$ cat src/tah_pkg.sv
package tah_pkg;

  // ==========================================================================
  // timing
  localparam int CLK_NS = 40;
  localparam int MS_NS = 1000000;
  localparam int MS_CYC = MS_NS / CLK_NS;

  // ==========================================================================
  // register byte offsets
  localparam logic [7:0] ADR_CTRL = 8'h00;
  localparam logic [7:0] ADR_AVG = 8'h04;
  localparam logic [7:0] ADR_PTIME = 8'h08;
  localparam logic [7:0] ADR_PPCT = 8'h0C;
  localparam logic [7:0] ADR_SPAN = 8'h10;
  localparam logic [7:0] ADR_OFFS = 8'h14;
  localparam logic [7:0] ADR_OLO = 8'h18;
  localparam logic [7:0] ADR_OHI = 8'h1C;
  localparam logic [7:0] ADR_ALM1 = 8'h20;
  localparam logic [7:0] ADR_ALM2 = 8'h30;
  localparam logic [1:0] ALM_MODE = 2'h0;
  localparam logic [1:0] ALM_HYST = 2'h1;
  localparam logic [1:0] ALM_LOW = 2'h2;
  localparam logic [1:0] ALM_HIGH = 2'h3;
  localparam logic [7:0] ADR_LOCK = 8'h40;
  localparam logic [7:0] ADR_NEWCODE = 8'h44;
  localparam logic [7:0] ADR_CONFIRM = 8'h48;
  localparam logic [7:0] ADR_CMD = 8'h4C;
  localparam logic [7:0] ADR_STATUS = 8'h50;
  localparam logic [7:0] ADR_TEMP = 8'h54;
  localparam logic [7:0] ADR_AOUT = 8'h58;

  // ==========================================================================
  // field positions
  localparam int CTRL_PEAK_EN = 0;
  localparam int CTRL_DISCH = 1;
  localparam int CTRL_OUT_HOLD = 2;
  localparam int CTRL_POL = 3;
  localparam int CTRL_TYPE = 5;
  localparam int CTRL_SCHED = 8;
  localparam int CTRL_DISP_HOLD = 9;
  localparam int CMD_ACK = 0;
  localparam int CMD_RESET = 1;
  localparam int CMD_LOG_GO = 2;
  localparam int CMD_LOG_STOP = 3;
  localparam int CMD_REF_CLR = 4;
  localparam int LOCK_UNLOCK = 16;
  localparam int LOCK_LOCK = 17;

  // ==========================================================================
  // reset values
  localparam logic [9:0] CTRL_RST = 10'h200;
  localparam logic [15:0] AVG_RST = 16'h0032;
  localparam logic [15:0] PTIME_RST = 16'h03E8;
  localparam logic [6:0] PPCT_RST = 7'h50;
  localparam logic [15:0] SPAN_RST = 16'h0100;
  localparam logic [15:0] OLO_RST = 16'h0000;
  localparam logic [15:0] OHI_RST = 16'h1388;
  localparam logic [15:0] HYST_RST = 16'h000A;
  localparam logic [15:0] ALOW_RST = 16'h0000;
  localparam logic [15:0] AHIGH_RST = 16'h03E8;
  localparam logic [15:0] CODE_RST = 16'h1234;

  // ==========================================================================
  // scaling constants
  localparam logic [15:0] PCT_RECIP = 16'h028F;
  localparam logic [15:0] DEG_RECIP = 16'h199A;
  localparam logic [15:0] LIVE_ZERO = 16'h3333;
  localparam logic [15:0] LIVE_GAIN = 16'hCCCC;

  // ==========================================================================
  // modes
  typedef enum logic [2:0] {
    TAH_HIGH_ON, TAH_HIGH_OFF, TAH_LOW_ON, TAH_LOW_OFF,
    TAH_BAND_ON, TAH_BAND_OFF, TAH_ERR_ON, TAH_ERR_OFF
  } tah_amode_t;
  typedef enum logic [2:0] {
    TAH_OUT_4_20, TAH_OUT_0_20, TAH_OUT_VOLT, TAH_OUT_MV, TAH_OUT_OFF
  } tah_otype_t;
  typedef enum logic [1:0] {TAH_POL_NONE, TAH_POL_UPPER, TAH_POL_LOWER} tah_pol_t;

endpackage

$ cat src/tah_alarm_if.sv
`timescale 1ns/100ps
`default_nettype none
interface tah_alarm_if;
  logic [15:0] temp;
  logic fault;
  logic [2:0] mode;
  logic [15:0] lo;
  logic [15:0] hi;
  logic [15:0] hyst;
  logic active;
  modport cfg(output temp, fault, mode, lo, hi, hyst, input active);
  modport eval(input temp, fault, mode, lo, hi, hyst, output active);
endinterface
`default_nettype wire

$ cat src/tah_alarm_eval.sv
`timescale 1ns/100ps
`default_nettype none
module tah_alarm_eval (
  input wire logic clk_i,
  input wire logic rst_i,
  tah_alarm_if.eval alm
);

  typedef struct packed {
    logic h_above;
    logic l_above;
    logic active;
  } tah_aev_t;

  tah_aev_t s_r;
  tah_aev_t s_nxt;
  logic signed [17:0] t;
  logic signed [17:0] half;
  logic signed [17:0] hi_on;
  logic signed [17:0] hi_off;
  logic signed [17:0] lo_on;
  logic signed [17:0] lo_off;

  // ==========================================================================
  // hysteresis comparators, band centred on each setpoint
  always_comb begin
    t = 18'(signed'(alm.temp));
    half = signed'({3'h0, alm.hyst[15:1]});
    hi_on = 18'(signed'(alm.hi)) + half;
    hi_off = 18'(signed'(alm.hi)) - half;
    lo_on = 18'(signed'(alm.lo)) + half;
    lo_off = 18'(signed'(alm.lo)) - half;
    s_nxt = s_r;
    if (t > hi_on) begin
      s_nxt.h_above = 1'b1;
    end else if (t < hi_off) begin
      s_nxt.h_above = 1'b0;
    end
    if (t > lo_on) begin
      s_nxt.l_above = 1'b1;
    end else if (t < lo_off) begin
      s_nxt.l_above = 1'b0;
    end
    case (tah_pkg::tah_amode_t'(alm.mode))
      tah_pkg::TAH_HIGH_ON: s_nxt.active = s_nxt.h_above;
      tah_pkg::TAH_HIGH_OFF: s_nxt.active = ~s_nxt.h_above;
      tah_pkg::TAH_LOW_ON: s_nxt.active = ~s_nxt.l_above;
      tah_pkg::TAH_LOW_OFF: s_nxt.active = s_nxt.l_above;
      tah_pkg::TAH_BAND_ON: s_nxt.active = s_nxt.l_above & ~s_nxt.h_above;
      tah_pkg::TAH_BAND_OFF: s_nxt.active = ~s_nxt.l_above | s_nxt.h_above;
      tah_pkg::TAH_ERR_ON: s_nxt.active = alm.fault;
      tah_pkg::TAH_ERR_OFF: s_nxt.active = ~alm.fault;
      default: s_nxt.active = 1'b0;
    endcase
  end

  always_ff @(posedge clk_i) begin
    if (rst_i) begin
      s_r <= '0;
    end else begin
      s_r <= s_nxt;
    end
  end

  assign alm.active = s_r.active;

endmodule
`default_nettype wire

$ cat src/tah_processor.sv
// Behaviour
// - high-on alarm active above high setpoint; high-off active below it
// - low-on alarm active below low setpoint; low-off active above it
// - band-on active between setpoints; band-off active outside them
// - error-on active during voltage fault; error-off active without fault
// - hysteresis band of configured width is centred on each setpoint
// - two alarms, each with its own mode, setpoints and hysteresis
// - acknowledge drops relays, keeps red indication, no retrigger until reset
// - acknowledge works while settings are locked
// - red indication whenever any alarm is activated
// - four-digit code lock, default 1234, code changeable after confirmation
// - time hold snaps back to live temperature when hold period ends
// - discharge hold decays to set percentage of temperature over period
// - discharge percentage ignored in time hold mode
// - peak hold bypassed unless enabled
// - averaging period selectable, 50 ms after reset
// - span multiplies temperature slope, offset is added
// - output type 4-20 mA default, 0-20 mA, voltage, mV per degree, off
// - output linear between lower and upper limit temperatures
// - output source raw or hold, independent of display choice
// - on voltage fault output untreated, forced upper or forced lower
// - manual log start refused while scheduled start is enabled
`timescale 1ns/100ps
`default_nettype none
module tah_processor #(
  parameter int MS_CYCLES = tah_pkg::MS_CYC
) (
  input wire logic clk_i,
  input wire logic rst_i,
  input wire logic wb_cyc_i,
  input wire logic wb_stb_i,
  input wire logic wb_we_i,
  input wire logic [7:0] wb_adr_i,
  input wire logic [3:0] wb_sel_i,
  input wire logic [31:0] wb_dat_i,
  output logic wb_ack_o,
  output logic [31:0] wb_dat_o,
  input wire logic [15:0] temp_i,
  input wire logic temp_valid_i,
  input wire logic fault_i,
  output logic [1:0] relay_o,
  output logic alarm_red_o,
  output logic [15:0] aout_code_o,
  output logic [2:0] aout_type_o,
  output logic logging_o,
  output logic [15:0] disp_temp_o
);

  typedef struct packed {
    logic ack;
    logic [31:0] rdat;
    logic [9:0] ctrl;
    logic [15:0] avg_ms;
    logic [15:0] ptime;
    logic [6:0] ppct;
    logic [15:0] span;
    logic [15:0] offs;
    logic [15:0] olo;
    logic [15:0] ohi;
    logic [1:0][2:0] amode;
    logic [1:0][15:0] ahyst;
    logic [1:0][15:0] alo;
    logic [1:0][15:0] ahi;
    logic [15:0] code;
    logic [15:0] pend;
    logic locked;
    logic [1:0] latched;
    logic [1:0] acked;
    logic [1:0] relay;
    logic red;
    logic logging;
    logic log_ref;
    logic [15:0] mscnt;
    logic [15:0] corr;
    logic [15:0] avgv;
    logic [15:0] hold;
    logic [15:0] tgt;
    logic [15:0] dstep;
    logic [15:0] ptmr;
    logic [31:0] bacc;
    logic dbusy;
    logic [3:0] dcnt;
    logic [17:0] drem;
    logic [16:0] dden;
    logic [15:0] dq;
    logic [15:0] frac;
    logic [15:0] aout;
    logic [15:0] disp;
  } tah_st_t;

  tah_st_t q;
  tah_st_t s;

  // ==========================================================================
  // helpers
  function automatic logic [31:0] wmerge(logic [31:0] old, logic [31:0] wd, logic [3:0] sel);
    logic [31:0] r;
    r = old;
    for (int i = 0; i < 4; i++) begin
      if (sel[i]) begin
        r[i*8 +: 8] = wd[i*8 +: 8];
      end
    end
    return r;
  endfunction

  function automatic logic [3:0] lg2(logic [15:0] v);
    logic [3:0] r;
    r = 4'h0;
    for (int i = 1; i < 16; i++) begin
      if (v[i]) begin
        r = 4'(i);
      end
    end
    return r;
  endfunction

  function automatic logic [15:0] sat16(logic signed [39:0] v);
    if (v > 40'sd32767) begin
      return 16'h7FFF;
    end else if (v < -40'sd32768) begin
      return 16'h8000;
    end
    return v[15:0];
  endfunction

  function automatic logic [15:0] pct_of(logic [15:0] x, logic [6:0] p);
    logic signed [39:0] m;
    m = 40'(signed'(x)) * 40'(p) * 40'(tah_pkg::PCT_RECIP);
    return sat16(m >>> 16);
  endfunction

  function automatic logic [15:0] scale(logic [2:0] ty, logic [1:0] pol, logic flt,
                                        logic [15:0] fr, logic [15:0] t);
    logic [15:0] f;
    logic [31:0] p;
    logic signed [39:0] mv;
    logic forced;
    forced = flt && (tah_pkg::tah_pol_t'(pol) != tah_pkg::TAH_POL_NONE);
    f = fr;
    if (flt && tah_pkg::tah_pol_t'(pol) == tah_pkg::TAH_POL_UPPER) begin
      f = 16'hFFFF;
    end else if (flt && tah_pkg::tah_pol_t'(pol) == tah_pkg::TAH_POL_LOWER) begin
      f = 16'h0000;
    end
    p = 32'(f) * 32'(tah_pkg::LIVE_GAIN);
    mv = signed'(40'(signed'(t)) * 40'(tah_pkg::DEG_RECIP)) >>> 16;
    case (tah_pkg::tah_otype_t'(ty))
      tah_pkg::TAH_OUT_4_20: return tah_pkg::LIVE_ZERO + p[31:16];
      tah_pkg::TAH_OUT_0_20: return f;
      tah_pkg::TAH_OUT_VOLT: return f;
      tah_pkg::TAH_OUT_MV: return forced ? f : (mv < 0 ? 16'h0000 : sat16(mv));
      default: return 16'h0000;
    endcase
  endfunction

  // ==========================================================================
  // alarm evaluators
  tah_alarm_if ai[2]();
  logic [1:0] act;

  for (genvar g = 0; g < 2; g++) begin : g_alm
    assign ai[g].temp = q.hold;
    assign ai[g].fault = fault_i;
    assign ai[g].mode = q.amode[g];
    assign ai[g].lo = q.alo[g];
    assign ai[g].hi = q.ahi[g];
    assign ai[g].hyst = q.ahyst[g];
    assign act[g] = ai[g].active;
    tah_alarm_eval u_eval (
      .clk_i(clk_i),
      .rst_i(rst_i),
      .alm(ai[g])
    );
  end

  // ==========================================================================
  // next state
  logic [7:0] a;
  logic req;
  logic wr;
  logic cfg_wr;
  logic [31:0] rv;
  logic [31:0] wv;
  logic tick;
  logic ack_cmd;
  logic rst_cmd;
  logic go_cmd;
  logic refused;
  logic [16:0] diff;
  logic [31:0] nper;
  logic [31:0] bsum;
  logic [15:0] src;
  logic signed [16:0] num;
  logic signed [16:0] den;
  logic [17:0] rem2;
  logic ai_sel;

  always_comb begin
    s = q;
    a = {wb_adr_i[7:2], 2'b00};
    req = wb_cyc_i & wb_stb_i & ~q.ack;
    wr = req & wb_we_i;
    cfg_wr = wr & ~q.locked;
    ai_sel = a[4];
    // ---- read view, also the base for byte-lane merges
    rv = 32'h0000_0000;
    case (a)
      tah_pkg::ADR_CTRL: rv = {22'h0, q.ctrl};
      tah_pkg::ADR_AVG: rv = {16'h0, q.avg_ms};
      tah_pkg::ADR_PTIME: rv = {16'h0, q.ptime};
      tah_pkg::ADR_PPCT: rv = {25'h0, q.ppct};
      tah_pkg::ADR_SPAN: rv = {16'h0, q.span};
      tah_pkg::ADR_OFFS: rv = {16'h0, q.offs};
      tah_pkg::ADR_OLO: rv = {16'h0, q.olo};
      tah_pkg::ADR_OHI: rv = {16'h0, q.ohi};
      tah_pkg::ADR_LOCK: rv = {31'h0, q.locked};
      tah_pkg::ADR_STATUS: rv = {21'h0, fault_i, q.log_ref, q.logging, q.locked,
                                 q.acked, q.latched, q.red, q.relay};
      tah_pkg::ADR_TEMP: rv = {q.hold, q.corr};
      tah_pkg::ADR_AOUT: rv = {16'h0, q.aout};
      default: begin
        if (a[7:5] == tah_pkg::ADR_ALM1[7:5]) begin
          case (a[3:2])
            tah_pkg::ALM_MODE: rv = {29'h0, q.amode[ai_sel]};
            tah_pkg::ALM_HYST: rv = {16'h0, q.ahyst[ai_sel]};
            tah_pkg::ALM_LOW: rv = {16'h0, q.alo[ai_sel]};
            default: rv = {16'h0, q.ahi[ai_sel]};
          endcase
        end
      end
    endcase
    wv = wmerge(rv, wb_dat_i, wb_sel_i);
    // ---- bus answer
    s.ack = req;
    if (req & ~wb_we_i) begin
      s.rdat = rv;
    end
    // ---- settings writes, refused while locked
    if (cfg_wr) begin
      case (a)
        tah_pkg::ADR_CTRL: s.ctrl = wv[9:0];
        tah_pkg::ADR_AVG: s.avg_ms = wv[15:0];
        tah_pkg::ADR_PTIME: s.ptime = wv[15:0];
        tah_pkg::ADR_PPCT: s.ppct = wv[6:0];
        tah_pkg::ADR_SPAN: s.span = wv[15:0];
        tah_pkg::ADR_OFFS: s.offs = wv[15:0];
        tah_pkg::ADR_OLO: s.olo = wv[15:0];
        tah_pkg::ADR_OHI: s.ohi = wv[15:0];
        tah_pkg::ADR_NEWCODE: s.pend = wv[15:0];
        tah_pkg::ADR_CONFIRM: begin
          if (wv[15:0] == q.pend) begin
            s.code = q.pend;
          end
        end
        default: begin
          if (a[7:5] == tah_pkg::ADR_ALM1[7:5]) begin
            case (a[3:2])
              tah_pkg::ALM_MODE: s.amode[ai_sel] = wv[2:0];
              tah_pkg::ALM_HYST: s.ahyst[ai_sel] = wv[15:0];
              tah_pkg::ALM_LOW: s.alo[ai_sel] = wv[15:0];
              default: s.ahi[ai_sel] = wv[15:0];
            endcase
          end
        end
      endcase
    end
    // ---- lock control, always reachable
    if (wr && a == tah_pkg::ADR_LOCK) begin
      if (wv[tah_pkg::LOCK_LOCK]) begin
        s.locked = 1'b1;
      end else if (wv[tah_pkg::LOCK_UNLOCK] && wv[15:0] == q.code) begin
        s.locked = 1'b0;
      end
    end
    // ---- commands, accepted even while locked
    ack_cmd = wr && a == tah_pkg::ADR_CMD && wv[tah_pkg::CMD_ACK];
    rst_cmd = wr && a == tah_pkg::ADR_CMD && wv[tah_pkg::CMD_RESET];
    go_cmd = wr && a == tah_pkg::ADR_CMD && wv[tah_pkg::CMD_LOG_GO];
    refused = go_cmd & q.ctrl[tah_pkg::CTRL_SCHED];
    if (go_cmd & ~refused) begin
      s.logging = 1'b1;
    end else if (wr && a == tah_pkg::ADR_CMD && wv[tah_pkg::CMD_LOG_STOP]) begin
      s.logging = 1'b0;
    end
    s.log_ref = refused |
                (q.log_ref & ~(wr && a == tah_pkg::ADR_CMD && wv[tah_pkg::CMD_REF_CLR]));
    // ---- alarm latching, new activation beats a reset
    s.latched = act | (q.latched & ~{2{rst_cmd}});
    s.acked = (q.acked & ~{2{rst_cmd}}) | ((q.latched | act) & {2{ack_cmd}});
    s.relay = act & ~s.acked;
    s.red = |s.latched;
    // ---- millisecond tick
    tick = (q.mscnt == 16'(MS_CYCLES - 1));
    s.mscnt = tick ? 16'h0000 : q.mscnt + 16'h0001;
    // ---- correction and averaging
    if (temp_valid_i) begin
      s.corr = sat16((signed'(40'(signed'(temp_i)) * 40'(q.span)) >>> 8) +
                     40'(signed'(q.offs)));
    end
    diff = 17'(signed'(q.corr)) - 17'(signed'(q.avgv));
    if (tick) begin
      s.avgv = q.avgv + 16'(signed'(diff) >>> lg2(q.avg_ms));
    end
    // ---- peak hold
    nper = 32'(q.ptime) * 32'(MS_CYCLES);
    bsum = q.bacc + 32'(q.dstep);
    if (~q.ctrl[tah_pkg::CTRL_PEAK_EN]) begin
      s.hold = q.avgv;
      s.ptmr = 16'h0000;
      s.bacc = 32'h0000_0000;
    end else if (signed'(q.avgv) >= signed'(q.hold)) begin
      s.hold = q.avgv;
      s.ptmr = 16'h0000;
      s.bacc = 32'h0000_0000;
      s.tgt = pct_of(q.avgv, q.ppct);
      s.dstep = (signed'(q.avgv) > signed'(s.tgt)) ? q.avgv - s.tgt : 16'h0000;
    end else begin
      if (tick && q.ptmr < q.ptime) begin
        s.ptmr = q.ptmr + 16'h0001;
      end
      if (q.ptmr >= q.ptime) begin
        s.hold = q.avgv;
      end else if (q.ctrl[tah_pkg::CTRL_DISCH]) begin
        if (bsum >= nper) begin
          s.bacc = bsum - nper;
          if (signed'(q.hold) > signed'(q.tgt)) begin
            s.hold = q.hold - 16'h0001;
          end
        end else begin
          s.bacc = bsum;
        end
      end
    end
    // ---- output scaling by serial division
    src = q.ctrl[tah_pkg::CTRL_OUT_HOLD] ? q.hold : q.corr;
    num = 17'(signed'(src)) - 17'(signed'(q.olo));
    den = 17'(signed'(q.ohi)) - 17'(signed'(q.olo));
    rem2 = {q.drem[16:0], 1'b0};
    if (~q.dbusy) begin
      if (den <= 0 || num <= 0) begin
        s.frac = 16'h0000;
      end else if (num >= den) begin
        s.frac = 16'hFFFF;
      end else begin
        s.dbusy = 1'b1;
        s.dcnt = 4'h0;
        s.drem = 18'(num);
        s.dden = 17'(den);
      end
    end else begin
      if (rem2 >= 18'(q.dden)) begin
        s.drem = rem2 - 18'(q.dden);
        s.dq = {q.dq[14:0], 1'b1};
      end else begin
        s.drem = rem2;
        s.dq = {q.dq[14:0], 1'b0};
      end
      s.dcnt = q.dcnt + 4'h1;
      if (q.dcnt == 4'hF) begin
        s.dbusy = 1'b0;
        s.frac = s.dq;
      end
    end
    s.aout = scale(q.ctrl[tah_pkg::CTRL_TYPE +: 3], q.ctrl[tah_pkg::CTRL_POL +: 2],
                   fault_i, q.frac, src);
    s.disp = q.ctrl[tah_pkg::CTRL_DISP_HOLD] ? q.hold : q.corr;
  end

  // ==========================================================================
  // state register
  always_ff @(posedge clk_i) begin
    if (rst_i) begin
      q <= '0;
      q.ctrl <= tah_pkg::CTRL_RST;
      q.avg_ms <= tah_pkg::AVG_RST;
      q.ptime <= tah_pkg::PTIME_RST;
      q.ppct <= tah_pkg::PPCT_RST;
      q.span <= tah_pkg::SPAN_RST;
      q.olo <= tah_pkg::OLO_RST;
      q.ohi <= tah_pkg::OHI_RST;
      q.ahyst <= {tah_pkg::HYST_RST, tah_pkg::HYST_RST};
      q.alo <= {tah_pkg::ALOW_RST, tah_pkg::ALOW_RST};
      q.ahi <= {tah_pkg::AHIGH_RST, tah_pkg::AHIGH_RST};
      q.code <= tah_pkg::CODE_RST;
      q.locked <= 1'b1;
    end else begin
      q <= s;
    end
  end

  assign wb_ack_o = q.ack;
  assign wb_dat_o = q.rdat;
  assign relay_o = q.relay;
  assign alarm_red_o = q.red;
  assign aout_code_o = q.aout;
  assign aout_type_o = q.ctrl[tah_pkg::CTRL_TYPE +: 3];
  assign logging_o = q.logging;
  assign disp_temp_o = q.disp;

endmodule
`default_nettype wire

$ cat config.mk
export PLATFORM = sky130hd
export DESIGN_NAME = tah_processor
export DESIGN_NICKNAME = d
export VERILOG_FILES = /design/src/tah_pkg.sv /design/src/tah_alarm_if.sv /design/src/tah_alarm_eval.sv /design/src/tah_processor.sv
export SDC_FILE = /design/constraint.sdc
export NUM_CORES = 2
export LEC_CHECK = 0
export BUFFER_PORTS_ARGS = -buffer_cell sky130_fd_sc_hd__buf_2
export CORE_MARGIN = 3
export CORE_UTILIZATION = 52
export CTS_CLUSTER_SIZE = 30
export DETAILED_ROUTE_END_ITERATION = 8
export PLACE_DENSITY_LB_ADDON = 0.3
export SYNTH_ARGS = -nofsm -noshare
export SYNTH_HDL_FRONTEND = slang
export SYNTH_HIERARCHICAL = 1
export SYNTH_SLANG_ARGS = --single-unit
$ cat constraint.sdc
create_clock -name clk_i -period 16.4 [get_ports clk_i]
set_clock_uncertainty 0.2 [all_clocks]
set_input_delay 0.82 -clock clk_i [delete_from_list [all_inputs] [get_ports clk_i]]
set_output_delay 0.82 -clock clk_i [all_outputs]
set_load 0.005 [all_outputs]
==> impl.org <==
** Cells and area
- In the final layout, the share of cells above drive strength 1 is 0.0556.
- For this run, the share of the core covered by cells in the final layout is 0.558.
- Filler-free cell count of the finished design :: 10.1k
- Total number of nets in the final design :: 10.0k
- Area added between synthesis and finish :: 5.56%

** Setup path
- Register-to-register setup slack :: 2.01 ns
- CP Launch Type :: flip-flop
- Worst EP arrival :: 14.77 ns
- Maximum cell stage delay along the critical path :: 0.90 ns
- Worst Path Required :: 16.78 ns
- Counting stages on the worst path, the most repeated cell is o21ai_0.
- STA classifies the critical path endpoint as a flip-flop.
- Worst setup path category :: reg -> reg
- Max Fanout on Critical Path :: 24
- Critical Path Slowest Stage Cell :: dfxtp_1

** Power
- Clock share of power :: 0.226
- Peak VDD IR :: 0.294 mV
- Of the total power, combinational logic draws 0.556.
- The completed layout was analyzed and its total power is 6.79 mW.
- Of the total power, the share spent switching nets is 0.424.
- Leakage Power :: 36.0 nW
- For this design the ratio of total power to cell area is 91.9 nW/um2.
- Net switching power :: 2.88 mW
- Share of power burned in registers :: 0.218
- Int Power :: 3.91 mW

** Die
- Floorplan die width :: 373 um
- 139 I/O pins were placed.
- Count of standard-cell rows :: 133
- Die ar. :: 139,000 um2
- For this configuration, the core starts out at a cell density of 0.528.
- Overall die height :: 373 um
- Core area :: 132,000 um2

** Clock tree
- CTS tree :: done
- Clock latency on the worst-skew pair, taken at its later pin, is 0.71 ns.
- Hold buffers post-CTS :: 0
- Root Driver :: clkbuf_16
- Once the clock tree was built, the resizer swapped 0 gates to a different size.
- The number of setup buffers added after CTS is 0.
- Clock tree sinks :: 542
- Clock buffer depth :: 3
- H-tree levels :: 2
- Register clock-pin slew on the reported worst setup and hold paths :: 0.06 ns
- Counting the buffers created by CTS gives 61.

** STA
- Final worst path period share :: 0.878
- After routing, the total negative slack on setup checks comes to 0 ns.
- Setup violations remaining at the end of the flow were counted as 0.
- Across all setup checks in the final design, the least slack found is 2.01 ns.
- Setup repair after global routing missed its margin :: no
- For the pin with the worst max-slew slack, the measured transition is 1.32 ns.
- The number of max-slew violations in the final report was 0.
- Fmax :: 0.0695 GHz
- Headroom to the max-slew limit came out at 0.117.
- Final hold viol count :: 0
- Minimum clock period after layout :: 14.39 ns

** Run
- Count of maximum capacitance violations :: 0

** Logic synthesis
- After technology mapping, the gate count stands at 8,459.
- Post-synthesis register bit count :: 542
- For this run, the register share of the synthesized area comes to 0.155.
- Share of synthesized registers carrying an async set or reset :: 0
- In this run, synthesis inferred 0 flip-flops with an integrated enable.
- Mean instance size in the synthesized netlist :: 8.27 um2
- Netlist cell types :: 102
- Synthesis Warnings :: 6
- Primary flip-flop cell chosen by synthesis mapping :: dfxtp_1
- Total standard cell area after synthesis :: 70,000 um2

** Route
- The first detailed-routing pass ran for 7 iterations.
- For this block, the initial DRC count from the detailed router was 4,785.
- For this block, the routed nets add up to 200,000 um of wire.
- Antenna violation net count after detailed routing :: 0
- Dividing the detail-routed wire length by the instance count gives 19.7 um.
- Via-per-instance ratio :: 5.85
- DRC violations left :: 0
- Summing over every cut layer, the via total after detailed routing is 59.2k.

** GRT
- The number of antenna violations at the first check in global routing came to 9.
- Wire length of the first global-routing pass :: 314,000 um
- The via count of the first global-routing pass came to 57.9k.
- In the global route stage, overall resource usage came out at 0.279.
- For this run the aggregate overflow at the end of global routing stands at 0.
- Pin count of the biggest net entering global routing :: 157

** Placed design
- Routability-driven placement finished with a final weighted congestion of 0.977.
- Summed over all nets, the half-perimeter wirelength after detailed placement is 155,000 um.
- Pre-CTS worst setup slack :: 2.31 ns
- Number of input and output port buffers inserted :: 121
- Placed cells :: 10.0k

** Min path
- In this run the worst hold path is classified as in -> reg.

** Status
- The run finished with clean final reports.
cell usage after synthesis, types with 32 or more instances:
cell      count  area [um2]
inv_1      1114        4180
ha_1       1089       13600
nor2_1      788        2960
nand2_1     731        2740
a21oi_1     595        2980
fa_1        556       11100
dfxtp_1     542       10900
clkbuf_1    274        1030
xnor2_1     271        2370
o21ai_0     236        1180
and2_1      207        1290
mux2i_1     182        1820
nand3_1     164         821
xor2_1      161        1410
nor3_1      124         621
a21o_1      119         893
a211oi_1     90         676
a22oi_1      80         601
nor2b_1      77         482
buf_4        73         548
o21a_1       69         518
nand2b_1     68         425
nand4_1      65         407
a31oi_1      57         357
o21bai_1     50         375
and3_1       47         294
mux2_2       40         450
or3_1        39         244
o21ai_1      32         160
critical path, delay by kind of cell, from the launching register on:
kind	cells	cell delay [ns]
fa+ha+maj	12	5.07
compound gates	27	5.71
simple gates	7	1.05
buf+inv	8	0.81
xor+xnor	2	0.50
flops	1	0.90
cells by family after synthesis:
logic type | after synthesis | share of synthesized area
mux | 243 | 0.0390
other cells | 1 | 0.0000536
simple gates | 2452 | 0.163
buf+inv | 1514 | 0.0860
fa+ha+maj | 1645 | 0.354
flops | 542 | 0.155
compound gates | 1629 | 0.149
xor+xnor | 433 | 0.0545
power by group through the flow:
stage               sequential (mW)  clock (mW)  combinational [mW]
floorplan                      1.44           0                3.00
global placement               1.50           0                3.62
detailed placement             1.50           0                3.71
CTS                            1.47        1.55                3.76
global route                   1.48        1.60                4.28
finish                         1.48        1.53                3.77
registers in the layout (all words and copies together), names as in the netlist, 3 cells and up:
signal            count
ai.hyst              32
ai.temp              16
disp_temp_o          16
aout_type_o           3
g_alm.u_eval/s_r      4
wb_dat_o             32
ai.hi                32
ai.mode               6
aout_code_o          16
q                   346
ai.lo                32
per-layer routing:
| layer | part of all wire | vias to the layer above | track usage |
|---|---|---|---|
| met1 | 0.43 | 28600 | 0.377 |
| li1 | - | 28200 | - |
| met4 | 0.040 | 2 | 0.100 |
| met2 | 0.45 | 2022 | 0.446 |
| met5 | 0.000070 | - | 0 |
| met3 | 0.085 | 409 | 0.0512 |
worst paths after layout:
check                                   end                      start  cells past startpoint
setup / recovery        q[167]$_SDFFE_PP0P_        q[458]$_SDFFE_PP0P_                     56
hold / removal          wb_ack_o$_SDFF_PP0_                   wb_stb_i                      3
setup reg to reg        q[167]$_SDFFE_PP0P_        q[458]$_SDFFE_PP0P_                     56
hold reg to reg   wb_dat_o[21]$_SDFFE_PP0P_  wb_dat_o[21]$_SDFFE_PP0P_                      2
final cells by class:
cell class	count	area [um2]
clock buffer	80	1710
timing repair buffer	195	1180
clock inverter	35	492
sequential	542	10900
inverter	1119	4200
antenna	4	10.0
multi-input combinational	6404	53200
fill	12200	58600
tap	1755	2200
per-stage QoR:
stage               cell area (um2)  hold WS (ns)
finish                        73900         0.243
global route                  73900         0.248
CTS                           73900         0.221
detailed placement            71700         0.247
global placement              71700         0.236
floorplan                     70000         0.225
cells in the final DEF, fill, tap and decap left out, drive strengths merged, types with 42 or more instances in the layout:
cell and count:
nand4 65, nor3 124, mux2 42, nand2b 68, dfxtp 542, nor2 791
clkbuf 80, and2 207, nand2 732, nand3 164, a22oi 80, fa 556
ha 1089, and3 47, o21bai 50, a211oi 91, a21o 119, buf 195
inv 1125, a31oi 57, mux2i 185, o21ai 268, xnor2 272, o21a 69
a21oi 597, xor2 161, nor2b 77
Note: power is estimated with default switching activity, not from simulation.
